$ cat config.mk
export PLATFORM = sky130hd
export DESIGN_NAME = lsc_supply_ctrl
export DESIGN_NICKNAME = d
export VERILOG_FILES = /design/src/hdl/lsc_supply_ctrl.v
export VERILOG_INCLUDE_DIRS = /design/src /design/src/hdl
export SDC_FILE = /design/constraint.sdc
export NUM_CORES = 1
export LEC_CHECK = 0
export BUFFER_PORTS_ARGS = -buffer_cell sky130_fd_sc_hd__buf_4
export CAP_MARGIN = 20
export CORE_MARGIN = 1.5
export CORE_UTILIZATION = 49
export CTS_CLUSTER_SIZE = 20
export DETAILED_ROUTE_END_ITERATION = 8
export GPL_TIMING_DRIVEN = 0
export PLACE_DENSITY = 0.76
export SLEW_MARGIN = 25
export SYNTH_ARGS = -nofsm -noshare
export SYNTH_HDL_FRONTEND = slang
export SYNTH_SLANG_ARGS = --single-unit
$ cat constraint.sdc
create_clock -name mclk -period 2.2 [get_ports mclk]
set_clock_uncertainty 0.15 [all_clocks]
set_input_delay 0.66 -clock mclk [delete_from_list [all_inputs] [get_ports mclk]]
set_output_delay 0.66 -clock mclk [all_outputs]
set_load 0.05 [all_outputs]
$ cat src/hdl/lsc_defines.vh
/*
 * constants of the dish supply control logic: register map, bit fields,
 * bus address codes and protection timing.
 * assumes a 125 mhz mclk; included by the control module only.
 */
`ifndef LSC_DEFINES_VH
`define LSC_DEFINES_VH

// ----------------------------------------------------------------
// register byte addresses
// ----------------------------------------------------------------
`define LSC_ADDR_CTRL 4'h0
`define LSC_ADDR_STAT 4'h4
`define LSC_ADDR_IRQ 4'h8
`define LSC_ADDR_MASK 4'hc

// ----------------------------------------------------------------
// control register fields
// ----------------------------------------------------------------
`define LSC_C_EN 0
`define LSC_C_VHI 1
`define LSC_C_LLB 2
`define LSC_C_TGEN 3
`define LSC_C_TPATH 4
`define LSC_C_CLAMP 5
`define LSC_C_RANGE 6
`define LSC_C_AUX 7
`define LSC_CTRL_W 8
`define LSC_CTRL_RST 8'h00

// ----------------------------------------------------------------
// status register fields (also irq layout)
// ----------------------------------------------------------------
`define LSC_S_OL 0
`define LSC_S_OT 1
`define LSC_S_TONE 2
`define LSC_S_VLOW 3
`define LSC_S_IMIN 4
`define LSC_FLAG_W 5
`define LSC_FLAG_RST 5'h00

// ----------------------------------------------------------------
// bus address codes and output level codes
// ----------------------------------------------------------------
`define LSC_BUS_ADDR_LO 7'h02
`define LSC_BUS_ADDR_HI 7'h03
`define LSC_LVL_OFF 3'h0
`define LSC_LVL_13V4 3'h1
`define LSC_LVL_18V5 3'h2
`define LSC_LVL_19V5 3'h3
`define LSC_LVL_22V 3'h4
`define LSC_PP_OFFSET_V 5

// ----------------------------------------------------------------
// timing: one millisecond tick, overload on and off periods
// ----------------------------------------------------------------
`define LSC_CLK_MHZ 125
`define LSC_MS_CYCLES (`LSC_CLK_MHZ * 1000)
`define LSC_OL_ON_MS 90
`define LSC_OL_OFF_MS 900

`define LSC_RESP_OKAY 2'b00
`define LSC_RESP_SLVERR 2'b10

`endif

$ cat src/hdl/lsc_supply_ctrl.v
/*
 * control and protection logic of the dish supply regulator: register
 * file over axi4-lite, level select, tone path gating, timed overload
 * shutdown or static clamp, minimum current diagnostic, flags, irq.
 * assumes analog monitor inputs arrive asynchronously and the analog
 * regulator follows the level and enable outputs.
 */
`timescale 1ns/1ps
`default_nettype none
`include "lsc_defines.vh"

module lsc_supply_ctrl #(
    parameter [31:0] MS_CYCLES = `LSC_MS_CYCLES
) (
    input wire mclk,
    input wire reset_n,
    // axi4-lite slave
    input wire [3:0] s_axi_awaddr,
    input wire s_axi_awvalid,
    output reg s_axi_awready,
    input wire [31:0] s_axi_wdata,
    input wire [3:0] s_axi_wstrb,
    input wire s_axi_wvalid,
    output reg s_axi_wready,
    output reg [1:0] s_axi_bresp,
    output reg s_axi_bvalid,
    input wire s_axi_bready,
    input wire [3:0] s_axi_araddr,
    input wire s_axi_arvalid,
    output reg s_axi_arready,
    output reg [31:0] s_axi_rdata,
    output reg [1:0] s_axi_rresp,
    output reg s_axi_rvalid,
    input wire s_axi_rready,
    // pins and analog monitors
    input wire addr_sel_pin,
    input wire tone_gate_pin,
    input wire undervoltage_in,
    input wire overload_in,
    input wire overheat_in,
    input wire tone_bad_in,
    input wire vout_low_in,
    input wire min_current_in,
    // regulator controls
    output reg [2:0] output_level,
    output reg output_enable,
    output reg push_pull_output_pin,
    output reg tone_out_en,
    output reg static_current_clamp,
    output reg diag_current_range,
    output reg [6:0] bus_address,
    output reg shutdown,
    output reg irq
);

    // ----------------------------------------------------------------
    // input synchronisers
    // ----------------------------------------------------------------
    reg [7:0] sync1_q;
    reg [7:0] sync2_q;
    wire [7:0] pins_raw = {min_current_in, vout_low_in, tone_bad_in,
        overheat_in, overload_in, undervoltage_in, tone_gate_pin,
        addr_sel_pin};

    always @(posedge mclk or negedge reset_n) begin
        if (!reset_n) begin
            sync1_q <= 8'h00;
            sync2_q <= 8'h00;
        end else begin
            sync1_q <= pins_raw;
            sync2_q <= sync1_q;
        end
    end

    wire addr_pin_s = sync2_q[0];
    wire gate_s = sync2_q[1];
    wire uv_s = sync2_q[2];
    wire ol_s = sync2_q[3];
    wire [4:0] mon_s = {sync2_q[7:4], 1'b0};

    // ----------------------------------------------------------------
    // millisecond tick
    // ----------------------------------------------------------------
    reg [31:0] ms_cnt_q;
    reg ms_tick_q;

    always @(posedge mclk or negedge reset_n) begin
        if (!reset_n) begin
            ms_cnt_q <= 32'h0000_0000;
            ms_tick_q <= 1'b0;
        end else if (ms_cnt_q >= MS_CYCLES - 32'h0000_0001) begin
            ms_cnt_q <= 32'h0000_0000;
            ms_tick_q <= 1'b1;
        end else begin
            ms_cnt_q <= ms_cnt_q + 32'h0000_0001;
            ms_tick_q <= 1'b0;
        end
    end

    // ----------------------------------------------------------------
    // register file and axi4-lite slave
    // ----------------------------------------------------------------
    reg [`LSC_CTRL_W-1:0] ctrl_q;
    reg [`LSC_FLAG_W-1:0] irq_stat_q;
    reg [`LSC_FLAG_W-1:0] mask_q;
    reg [`LSC_FLAG_W-1:0] flags_q;
    reg [3:0] aw_addr_q;
    reg aw_have_q;
    reg [31:0] w_data_q;
    reg [3:0] w_strb_q;
    reg w_have_q;
    wire [`LSC_FLAG_W-1:0] flag_rise;
    reg [`LSC_FLAG_W-1:0] flags_prev_q;

    function known_addr;
        input [3:0] a;
        begin
            known_addr = (a == `LSC_ADDR_CTRL) || (a == `LSC_ADDR_STAT) ||
                (a == `LSC_ADDR_IRQ) || (a == `LSC_ADDR_MASK);
        end
    endfunction

    function [7:0] merge_byte;
        input [7:0] old;
        input [31:0] data;
        input [3:0] strb;
        begin
            merge_byte = strb[0] ? data[7:0] : old;
        end
    endfunction

    wire do_write = aw_have_q && w_have_q && !s_axi_bvalid;
    wire do_read = s_axi_arvalid && s_axi_arready;
    wire irq_read = do_read && (s_axi_araddr == `LSC_ADDR_IRQ);
    assign flag_rise = flags_q & ~flags_prev_q;

    always @(posedge mclk or negedge reset_n) begin
        if (!reset_n) begin
            s_axi_awready <= 1'b0;
            s_axi_wready <= 1'b0;
            s_axi_bvalid <= 1'b0;
            s_axi_bresp <= `LSC_RESP_OKAY;
            aw_have_q <= 1'b0;
            w_have_q <= 1'b0;
            aw_addr_q <= 4'h0;
            w_data_q <= 32'h0000_0000;
            w_strb_q <= 4'h0;
            ctrl_q <= `LSC_CTRL_RST;
            mask_q <= `LSC_FLAG_RST;
        end else if (uv_s) begin
            ctrl_q <= `LSC_CTRL_RST;
            mask_q <= `LSC_FLAG_RST;
            s_axi_awready <= 1'b0;
            s_axi_wready <= 1'b0;
        end else begin
            s_axi_awready <= !aw_have_q && !s_axi_awready;
            s_axi_wready <= !w_have_q && !s_axi_wready;
            if (s_axi_awvalid && s_axi_awready) begin
                aw_have_q <= 1'b1;
                aw_addr_q <= s_axi_awaddr;
                s_axi_awready <= 1'b0;
            end
            if (s_axi_wvalid && s_axi_wready) begin
                w_have_q <= 1'b1;
                w_data_q <= s_axi_wdata;
                w_strb_q <= s_axi_wstrb;
                s_axi_wready <= 1'b0;
            end
            if (do_write) begin
                aw_have_q <= 1'b0;
                w_have_q <= 1'b0;
                s_axi_bvalid <= 1'b1;
                s_axi_bresp <= known_addr(aw_addr_q) ? `LSC_RESP_OKAY :
                    `LSC_RESP_SLVERR;
                if (aw_addr_q == `LSC_ADDR_CTRL)
                    ctrl_q <= merge_byte(ctrl_q, w_data_q, w_strb_q);
                if (aw_addr_q == `LSC_ADDR_MASK) begin
                    mask_q <= w_strb_q[0] ? w_data_q[`LSC_FLAG_W-1:0] :
                        mask_q;
                end
            end else if (s_axi_bvalid && s_axi_bready) begin
                s_axi_bvalid <= 1'b0;
            end
        end
    end

    always @(posedge mclk or negedge reset_n) begin
        if (!reset_n) begin
            s_axi_arready <= 1'b0;
            s_axi_rvalid <= 1'b0;
            s_axi_rdata <= 32'h0000_0000;
            s_axi_rresp <= `LSC_RESP_OKAY;
        end else begin
            s_axi_arready <= !s_axi_rvalid && !s_axi_arready &&
                s_axi_arvalid;
            if (do_read) begin
                s_axi_arready <= 1'b0;
                s_axi_rvalid <= 1'b1;
                s_axi_rresp <= known_addr(s_axi_araddr) ? `LSC_RESP_OKAY :
                    `LSC_RESP_SLVERR;
                case (s_axi_araddr)
                    `LSC_ADDR_CTRL: s_axi_rdata <= {24'h00_0000, ctrl_q};
                    `LSC_ADDR_STAT: s_axi_rdata <= {27'h000_0000, flags_q};
                    `LSC_ADDR_IRQ: s_axi_rdata <= {27'h000_0000, irq_stat_q};
                    `LSC_ADDR_MASK: s_axi_rdata <= {27'h000_0000, mask_q};
                    default: s_axi_rdata <= 32'h0000_0000;
                endcase
            end else if (s_axi_rvalid && s_axi_rready) begin
                s_axi_rvalid <= 1'b0;
            end
        end
    end

    // ----------------------------------------------------------------
    // overload protection state machine
    // ----------------------------------------------------------------
    localparam [2:0] OL_IDLE = 3'b001;
    localparam [2:0] OL_ON = 3'b010;
    localparam [2:0] OL_OFF = 3'b100;
    reg [2:0] ol_state_q;
    reg [9:0] ol_ms_q;

    always @(posedge mclk or negedge reset_n) begin
        if (!reset_n) begin
            ol_state_q <= OL_IDLE;
            ol_ms_q <= 10'h000;
        end else if (uv_s || !ctrl_q[`LSC_C_EN] || ctrl_q[`LSC_C_CLAMP]) begin
            ol_state_q <= OL_IDLE;
            ol_ms_q <= 10'h000;
        end else begin
            case (ol_state_q)
                OL_IDLE: begin
                    if (ol_s) begin
                        ol_state_q <= OL_ON;
                        ol_ms_q <= 10'h000;
                    end
                end
                OL_ON: begin
                    if (!ol_s) begin
                        ol_state_q <= OL_IDLE;
                        ol_ms_q <= 10'h000;
                    end else if (ms_tick_q) begin
                        if (ol_ms_q == `LSC_OL_ON_MS - 1) begin
                            ol_state_q <= OL_OFF;
                            ol_ms_q <= 10'h000;
                        end else begin
                            ol_ms_q <= ol_ms_q + 10'h001;
                        end
                    end
                end
                OL_OFF: begin
                    if (ms_tick_q) begin
                        if (ol_ms_q == `LSC_OL_OFF_MS - 1) begin
                            ol_state_q <= ol_s ? OL_ON : OL_IDLE;
                            ol_ms_q <= 10'h000;
                        end else begin
                            ol_ms_q <= ol_ms_q + 10'h001;
                        end
                    end
                end
                default: begin
                    ol_state_q <= OL_IDLE;
                    ol_ms_q <= 10'h000;
                end
            endcase
        end
    end

    // ----------------------------------------------------------------
    // flags and interrupt
    // ----------------------------------------------------------------
    wire ol_flag_d = ol_s && ctrl_q[`LSC_C_EN];

    always @(posedge mclk or negedge reset_n) begin
        if (!reset_n) begin
            flags_q <= `LSC_FLAG_RST;
            flags_prev_q <= `LSC_FLAG_RST;
            irq_stat_q <= `LSC_FLAG_RST;
            irq <= 1'b0;
        end else if (uv_s) begin
            flags_q <= `LSC_FLAG_RST;
            flags_prev_q <= `LSC_FLAG_RST;
            irq_stat_q <= `LSC_FLAG_RST;
            irq <= 1'b0;
        end else begin
            flags_q <= mon_s | {4'h0, ol_flag_d};
            flags_prev_q <= flags_q;
            // set wins over clear by read
            irq_stat_q <= (irq_read ? `LSC_FLAG_RST : irq_stat_q) | flag_rise;
            irq <= |(((irq_read ? `LSC_FLAG_RST : irq_stat_q) | flag_rise)
                & mask_q);
        end
    end

    // ----------------------------------------------------------------
    // output level, tone path and pin outputs
    // ----------------------------------------------------------------
    wire en = ctrl_q[`LSC_C_EN];
    wire ol_cut = (ol_state_q == OL_OFF);

    always @(posedge mclk or negedge reset_n) begin
        if (!reset_n) begin
            output_level <= `LSC_LVL_OFF;
            output_enable <= 1'b0;
            push_pull_output_pin <= 1'b0;
            tone_out_en <= 1'b0;
            static_current_clamp <= 1'b0;
            diag_current_range <= 1'b0;
            bus_address <= `LSC_BUS_ADDR_LO;
            shutdown <= 1'b1;
        end else begin
            shutdown <= uv_s || !en || ol_cut;
            output_enable <= en && !uv_s && !ol_cut;
            if (!en || uv_s)
                output_level <= `LSC_LVL_OFF;
            else if (ctrl_q[`LSC_C_AUX])
                output_level <= `LSC_LVL_22V;
            else if (ctrl_q[`LSC_C_VHI] && ctrl_q[`LSC_C_LLB])
                output_level <= `LSC_LVL_19V5;
            else if (ctrl_q[`LSC_C_VHI])
                output_level <= `LSC_LVL_18V5;
            else
                output_level <= `LSC_LVL_13V4;
            // push-pull stage sits LSC_PP_OFFSET_V below the output
            push_pull_output_pin <= en && !uv_s &&
                ctrl_q[`LSC_C_TPATH];
            tone_out_en <= en && !uv_s && ctrl_q[`LSC_C_TPATH] &&
                (ctrl_q[`LSC_C_TGEN] || gate_s);
            static_current_clamp <= ctrl_q[`LSC_C_CLAMP];
            diag_current_range <= ctrl_q[`LSC_C_RANGE];
            bus_address <= addr_pin_s ? `LSC_BUS_ADDR_HI :
                `LSC_BUS_ADDR_LO;
        end
    end

endmodule // lsc_supply_ctrl
`default_nettype wire

==> flow_summary_export.csv, run 1 <==
group,metric,value,unit
worst_setup_path,required,2.45,ns
worst_hold_path,hold_path.class,"input port to flop",
pwr,pwr-share-comb,12.2,%
worst_setup_path,critPathMaxFanout,5,
timing,drv_slew,0,
timing,fin_worst_hold_slack,0.09864,ns
timing,hold_viol,0,
synthesis,synth.area.top_cells,"dfrtp_1, buf_4, mux2_2",
pwr,power_density,909.4,nW/µm²
clock_tree,cts_root_buffer,"clkbuf_8",
synthesis,yosys_register_bits,131,
pwr,p_int,4.792,mW
final_layout,layout-drive-gt1-share,29.93,%
worst_setup_path,critical_path.slowest_cell,"or4_4",
route,vias_per_cell,5.125,
final_layout,antenna_cells,0,
timing,worst_pin_slew,0.6663,ns
die,fp.dieW,108.5,µm
pwr,switchingPower,1.648,mW
synthesis,synth_top_area_share,59.22,%
synthesis,syn_inst,455,
place,place_ws,-0.2670,ns
synthesis,yosys.area.top_type,"dfrtp_1",
place,hpwl,7.026,mm
global_route,grt_pass1_wl,17.95,mm
clock_tree,htreeDepth,4,
worst_setup_path,crit_path_start_kind,"flop",
worst_setup_path,reg2reg_depth,6,
clock_tree,cts_sinks,131,
pwr,pwr-share-seq,43.4,%
place,numPortBuffers,55,
timing,rsz0062_at_grt,"yes",
route,vias,3782,
run_status,status,"finished, violations left",
die,initial_core_util,50.29,%
final_layout,nets,647,
timing,fmax,0.4337,GHz
synthesis,ys_async_sr_fraction,100.0,%
final_layout,final_util,65.33,%
die,die_h,108.5,µm
die,placeableCoreArea,10840,µm²
die,num_io_pins,117,
final_layout,finish.instance_area,7082,µm²
run_status,violations,"setup timing",
route,drtAntennaViolNets,0,
timing,relSlewSlack,55.58,%
synthesis,synth_edf_count,0,
timing,fin_crit,2.306,ns
job,drv_cap,0,
route,wl_per_cell,14.88,µm
timing,fin_ws,-0.1058,ns
final_layout,area_delta_synth_final,29.91,%
pwr,clkPwrFrac,44.3,%
route,drc,0,
place,dpl-instance-area,6277,µm²
pwr,irDropWorstVdd,1.148,mV
clock_tree,path_clk_slew,0.06,ns
pwr,total_leakage_power,3.411,nW
die,die-area,11770,µm²
worst_setup_path,worstSetupPathType,"flop to flop",
route,drt_wl_total,10.98,mm
clock_tree,numCtsBuffers,17,
global_route,gr-total-overflow,0,
synthesis,syn_area,5451,µm²
synthesis,synth_top_flop_cell,"dfrtp_1",
place,gp_congestion,0.8222,
worst_setup_path,critPathArrivalTime,2.55,ns
synthesis,synth_cell_type_count,54,
pwr,finalPower,6.440,mW
worst_setup_path,cp_cell_sequence,"or3_1, or4_4, a32oi_4, buf_6, o21ai_0, a22o_1",
global_route,track_usage,20.10,%
timing,setup_violations,10,
clock_tree,worstSkewPairLatency,0.51,ns
die,rows,38,
route,initialDrtViolationCount,289,
pwr,netSwitchingFraction,25.59,%
timing,finalCritPeriodShare,104.8,%
synthesis,synth_warnings,0,
global_route,grt_antenna_before_repair,0,
route,first_pass_iters,4,
clock_tree,cts_buffer_depth,2,
global_route,grt_pass1_vias,3763,
worst_setup_path,setup.worst_path.end_class,"flop",
synthesis,avgSynthCellArea,11.98,µm²
worst_setup_path,cpPeakStageDelay,0.44,ns
clock_tree,cts_tree,"done",
global_route,grt_max_degree,77,
worst_hold_path,holdPathStages,1,
synthesis,ys_seq_area_share,60.18,%
[layout by cell type (no fill, tap or decap), types with 4 or more instances in the layout]
| master | count |
|---|---|
| a21oi_1 | 10 |
| a22o_1 | 10 |
| and3_1 | 7 |
| buf_4 | 96 |
| bufinv_16 | 4 |
| clkbuf_1 | 9 |
| clkbuf_16 | 16 |
| clkinv_4 | 4 |
| conb_1 | 47 |
| dfrtp_1 | 129 |
| inv_1 | 16 |
| mux2_2 | 14 |
| mux2i_1 | 15 |
| mux4_2 | 5 |
| nand2_1 | 16 |
| nand2b_1 | 5 |
| nand3_1 | 13 |
| nand4_1 | 4 |
| nor2_1 | 29 |
| nor2b_1 | 21 |
| nor3_1 | 23 |
| nor3b_1 | 4 |
| nor4_1 | 6 |
| o21ai_0 | 14 |
| xnor2_1 | 10 |
| xor2_1 | 4 |
[timing repair]
item | CTS | global route
setup buffers | 4 | 6
endpoints found under the hold margin | 54 | 0
setup endpoints to repair | 23 | 25
resized for setup | 16 | 12
gates cloned | 1 | 0
pin swaps | 4 | 7
hold buffers | 1 | 0
[state kept, by name (all words and copies together), names as in the netlist, 5 cells and up]
signal and count:
sync2_q 8, ol_ms_q 10, flags_q 5, ctrl_q 8, flags_prev_q 5, w_data_q 8, irq_stat_q 5, mask_q 5
s_axi_rdata 8, sync1_q 8, ms_cnt_q 32
[worst max-delay path, delay by kind of cell (launching register included)]
kind / cells / cell delay [ns]
AOI/OAI and AO/OA: 3 / 0.68
buffers and inverters: 1 / 0.18
DFF: 1 / 0.40
and+or+nand+nor: 2 / 0.80
[cell usage after synthesis (4+ instances only)]
cell and n:
nand3_1 13, nor2b_1 21, mux2i_1 15, nor3_1 25
inv_1 16, nand2_1 17, nor4_1 7, mux2_2 14
a22o_1 10, and3_1 7, a21oi_1 12, xor2_1 4
nand4_1 4, dfrtp_1 129, clkbuf_1 11, buf_4 32
xnor2_1 10, o21ai_0 17, nor2_1 31, nor3b_1 4
mux4_2 5, nand2b_1 5
[path summary, 6_finish.rpt]
check	start	end	slack [ns]
setup / recovery	ol_ms_q[4]$_DFFE_PN0P_	ol_ms_q[3]$_DFFE_PN0P_	-0.11
hold / removal	addr_sel_pin	sync1_q[0]$_DFF_PN0_	0.1
setup reg to reg	ol_ms_q[4]$_DFFE_PN0P_	ol_ms_q[3]$_DFFE_PN0P_	-0.11
hold reg to reg	sync1_q[4]$_DFF_PN0_	sync2_q[4]$_DFF_PN0_	0.20
max in group asynchronous	reset_n	ol_state_q[0]$_DFFE_PN1P_	0.68
min in group asynchronous	reset_n	sync1_q[4]$_DFF_PN0_	0.51
[power groups by stage]
stage | Sequential [mW] | Combinational [mW] | Clock, mW
global placement | 2.82 | 0.760 | 0
global route | 2.82 | 0.853 | 3.00
detailed placement | 2.83 | 0.789 | 0
floorplan | 2.93 | 0.425 | 0
CTS | 2.80 | 0.800 | 2.89
finish | 2.80 | 0.788 | 2.85
[area by class of cell]
cell class / count / area (µm²)
Tap cell: 140 / 175.2
Clock buffer: 20 / 425.4
Inverter: 16 / 60.06
Fill cell: 798 / 3759
Buffer: 43 / 301.5
Timing Repair Buffer: 68 / 544.3
Multi-Input combinational cell: 308 / 2113
Sequential cell: 131 / 3281
Clock inverter: 12 / 181.4
[logic make-up after synthesis]
group | after synthesis | synth area share [%]
DFF | 131 | 60.18
adders and majority gates | 3 | 0.6886
buffers and inverters | 61 | 6.541
AOI/OAI and AO/OA | 53 | 6.679
and+or+nand+nor | 157 | 15.81
muxes | 34 | 7.712
xor gates and xnor gates | 14 | 2.249
other | 2 | 0.1378
[metrics by stage]
| stage | std cells | setup TNS [ns] |
|---|---|---|
| after CTS | 734 | -0.3260 |
| after global placement | 695 | -8.162 |
| final | 738 | -0.7184 |
| after floorplan | 500 | 0 |
| after global routing | 738 | -1.283 |
| after detailed placement | 696 | -3.912 |
[metal layers]
metal	vias up	wire, µm	GRT usage, %
met1	1852	4610	25.24
met3	24	636	4.641
met5	-	0	0
met4	0	245	8.553
met2	133	5490	33.42
li1	1773	-	-
Power figures use the tool's default switching activity.
==> inputs of run 2 (changes only) <==
==> constraint.sdc (replaced) <==
create_clock -name mclk -period 2.2 [get_ports mclk]
set_clock_uncertainty 0.15 [all_clocks]
set_input_delay 0.22 -clock mclk [delete_from_list [all_inputs] [get_ports mclk]]
set_output_delay 0.22 -clock mclk [all_outputs]
set_load 0.05 [all_outputs]
==> run 2 against run 1 <==
Effect of this change: sequential power about the same; design area up 3.6%; hold slack worse by 0.083 ns; critical endpoint is now ol_ms_q[9]$_DFFE_PN0P_; non-clock buffer count up 25; setup slack better by 0.023 ns; cell count up 3.4%; largest power group unchanged; the run still ends with setup timing left.
==> flow_summary_export.csv, run 2 (synthesis gave the netlist of run 1 again) <==
group,metric,value,unit
run_status,status,"finished, violations left",
run_status,violations,"setup timing",
worst_setup_path,cpPeakStageDelay,0.43,ns
pwr,netSwitchingFraction,25.52,%
worst_setup_path,r2r_slack,-0.08,ns
worst_setup_path,worstSetupPathType,"flop to flop",
pwr,total_leakage_power,3.516,nW
place,hpwl,7.021,mm
final_layout,antenna_cells,0,
worst_setup_path,critPathArrivalTime,2.54,ns
worst_setup_path,cp-startpoint,"ol_ms_q[4]$_DFFE_PN0P_",
global_route,met1_usage,25.40,%
final_layout,top_register,"ms_cnt_q",
global_route,grt_antenna_before_repair,0,
timing,rsz0062_at_grt,"yes",
route,drt_wl_total,11.17,mm
pwr,pwr-share-comb,12.6,%
timing,fin_worst_hold_slack,0.01602,ns
clock_tree,path_clk_slew,0.06,ns
global_route,gr-total-overflow,0,
timing,worst_pin_slew,0.6863,ns
route,vias_per_cell,5.109,
timing,fin_crit,2.282,ns
global_route,track_usage,20.27,%
die,initial_core_util,50.29,%
worst_setup_path,reg2reg_depth,6,
final_layout,final_common_cell,"dfrtp_1",
timing,finalCritPeriodShare,103.7,%
final_layout,top_regs,"ms_cnt_q x32, ol_ms_q x10",
route,initialDrtViolationCount,239,
pwr,clkPwrFrac,44.6,%
final_layout,finish.instance_area,7336,µm²
timing,fmax,0.4381,GHz
pwr,switchingPower,1.671,mW
worst_setup_path,required,2.45,ns
final_layout,nets,672,
final_layout,largest_reg_flops,32,
timing,drv_slew,0,
die,die_h,108.5,µm
timing,fin_ws,-0.08238,ns
route,first_pass_iters,5,
die,rows,38,
place,dpl-instance-area,6261,µm²
global_route,grt_use_met2,33.92,%
timing,setup_violations,9,
die,fp.dieW,108.5,µm
final_layout,area_delta_synth_final,34.57,%
worst_hold_path,holdPathStages,3,
worst_setup_path,critical_path.slowest_cell,"or4_4",
global_route,met3_usage,5.726,%
worst_setup_path,cp_cell_sequence,"or3_1, or4_4, a32oi_4, buf_6, o21ai_1, a22o_1",
final_layout,layout_common_cells,"dfrtp_1, buf_4, conb_1, nor2_1, dlygate4sd3_1",
route,wl_per_cell,14.64,µm
global_route,busiest_layer,"met2",
global_route,grt_max_degree,73,
pwr,irDropWorstVdd,0.8016,mV
pwr,p_int,4.878,mW
global_route,grt_pass1_vias,3902,
worst_setup_path,crit_path_start_kind,"flop",
worst_setup_path,path_delay_family,"simple AND/OR/NAND/NOR gates",
worst_setup_path,path_buf_inv,1,
clock_tree,cts_sinks,131,
die,die-area,11770,µm²
timing,relSlewSlack,54.24,%
job,drv_cap,0,
clock_tree,htreeDepth,4,
die,placeableCoreArea,10840,µm²
route,drtAntennaViolNets,0,
route,drc,0,
final_layout,fin_cells,763,
global_route,grt_pass1_wl,18.15,mm
worst_setup_path,critPathMaxFanout,5,
clock_tree,cts_root_buffer,"clkbuf_8",
place,numPortBuffers,55,
worst_setup_path,r2r-start,"ol_ms_q[4]$_DFFE_PN0P_",
final_layout,fillers,739,
place,dp_cells,696,
route,vias,3898,
die,num_io_pins,117,
timing,hold_viol,0,
worst_setup_path,r2r-end,"ol_ms_q[9]$_DFFE_PN0P_",
clock_tree,cts_buffer_depth,2,
worst_hold_path,hold_path.class,"input port to flop",
worst_setup_path,crit_end,"ol_ms_q[9]$_DFFE_PN0P_",
pwr,finalPower,6.550,mW
clock_tree,cts_tree,"done",
clock_tree,numCtsBuffers,17,
final_layout,layout-drive-gt1-share,28.41,%
worst_setup_path,cp.depth,6,
clock_tree,worstSkewPairLatency,0.51,ns
place,gp_congestion,0.8475,
pwr,pwr-share-seq,42.8,%
worst_setup_path,setup.worst_path.end_class,"flop",
pwr,power_density,892.8,nW/µm²
-- run 2: cell types whose count changed in the layout (fill, tap and decap cells not counted), moves of 2 or more --
| cell | delta |
|---|---|
| buf_4 | -3 |
| clkinv_4 | -2 |
| clkinvlp_4 | +2 |
| dlygate4sd3_1 | +26 |
-- run 2: worst min-delay path by stage --
| stage | from | to | slack [ns] |
|---|---|---|---|
| final | s_axi_awvalid | aw_have_q$_DFFE_PN0P_ | 0.02 |
| after global routing | s_axi_awvalid | aw_have_q$_DFFE_PN0P_ | 0.03 |
| after CTS | s_axi_araddr[0] | s_axi_rresp[1]$_DFFE_PN0N_ | 0.008 |
| after detailed placement | reset_n | sync1_q[4]$_DFF_PN0_ | 0.03 |
| after global placement | undervoltage_in | sync1_q[2]$_DFF_PN0_ | 0.18 |
| after floorplan | reset_n | aw_addr_q[0]$_DFFE_PN0P_ | -0.23 |
-- run 2: layout make-up --
class | instances | area (µm²) | share of cell area (%)
clock inverter | 12 | 178.9 | 2.439
tap | 140 | 175.2 | 2.388
buffer | 43 | 291.5 | 3.974
inverter | 16 | 60.06 | 0.8187
multi-input combinational | 308 | 2090 | 28.48
timing repair buffer | 93 | 813.3 | 11.09
sequential | 131 | 3282 | 44.74
clock buffer | 20 | 445.4 | 6.072
-- run 2: layer usage --
| layer | routed length (µm) | vias to the layer above |
|---|---|---|
| li1 | - | 1817 |
| met1 | 4617 | 1921 |
| met2 | 5716 | 144 |
| met3 | 698 | 16 |
| met4 | 137 | 0 |
| met5 | 0 | - |
-- run 2: tightest hold or removal path: cells and delay by family --
| kind | cells | cell delay (ns) |
|---|---|---|
| and+or+nand+nor | 1 | 0.20 |
| buffers and inverters | 1 | 0.11 |
| AOI/OAI and AO/OA | 1 | 0.10 |
-- run 2: repair_timing --
action | CTS | global route
hold buffers | 27 | 0
pin swaps | 3 | 11
endpoints found under the setup margin | 23 | 33
setup buffers | 5 | 4
hold endpoints to repair | 160 | 0
gates resized for setup | 11 | 16
gates cloned | 1 | 0
-- run 2: power by group through the flow --
stage               clock network, mW  logic [mW]  registers, mW
floorplan                           0       0.424           2.93
global placement                    0       0.759           2.82
detailed placement                  0       0.785           2.83
CTS                              2.96       0.831           2.80
global route                     3.07       0.888           2.82
finish                           2.92       0.826           2.80
-- run 2: stage by stage --
step           TNS [ns]  setup slack [ns]  util, %
6_report        -0.5391          -0.08238    67.67
5_1_grt          -1.212           -0.1438    67.67
4_1_cts         -0.3842          -0.06510    66.85
3_5_place_dp     -3.417           -0.2965    57.76
3_3_place_gp     -2.742           -0.2292    57.43
2_1_floorplan         0           0.03286        -
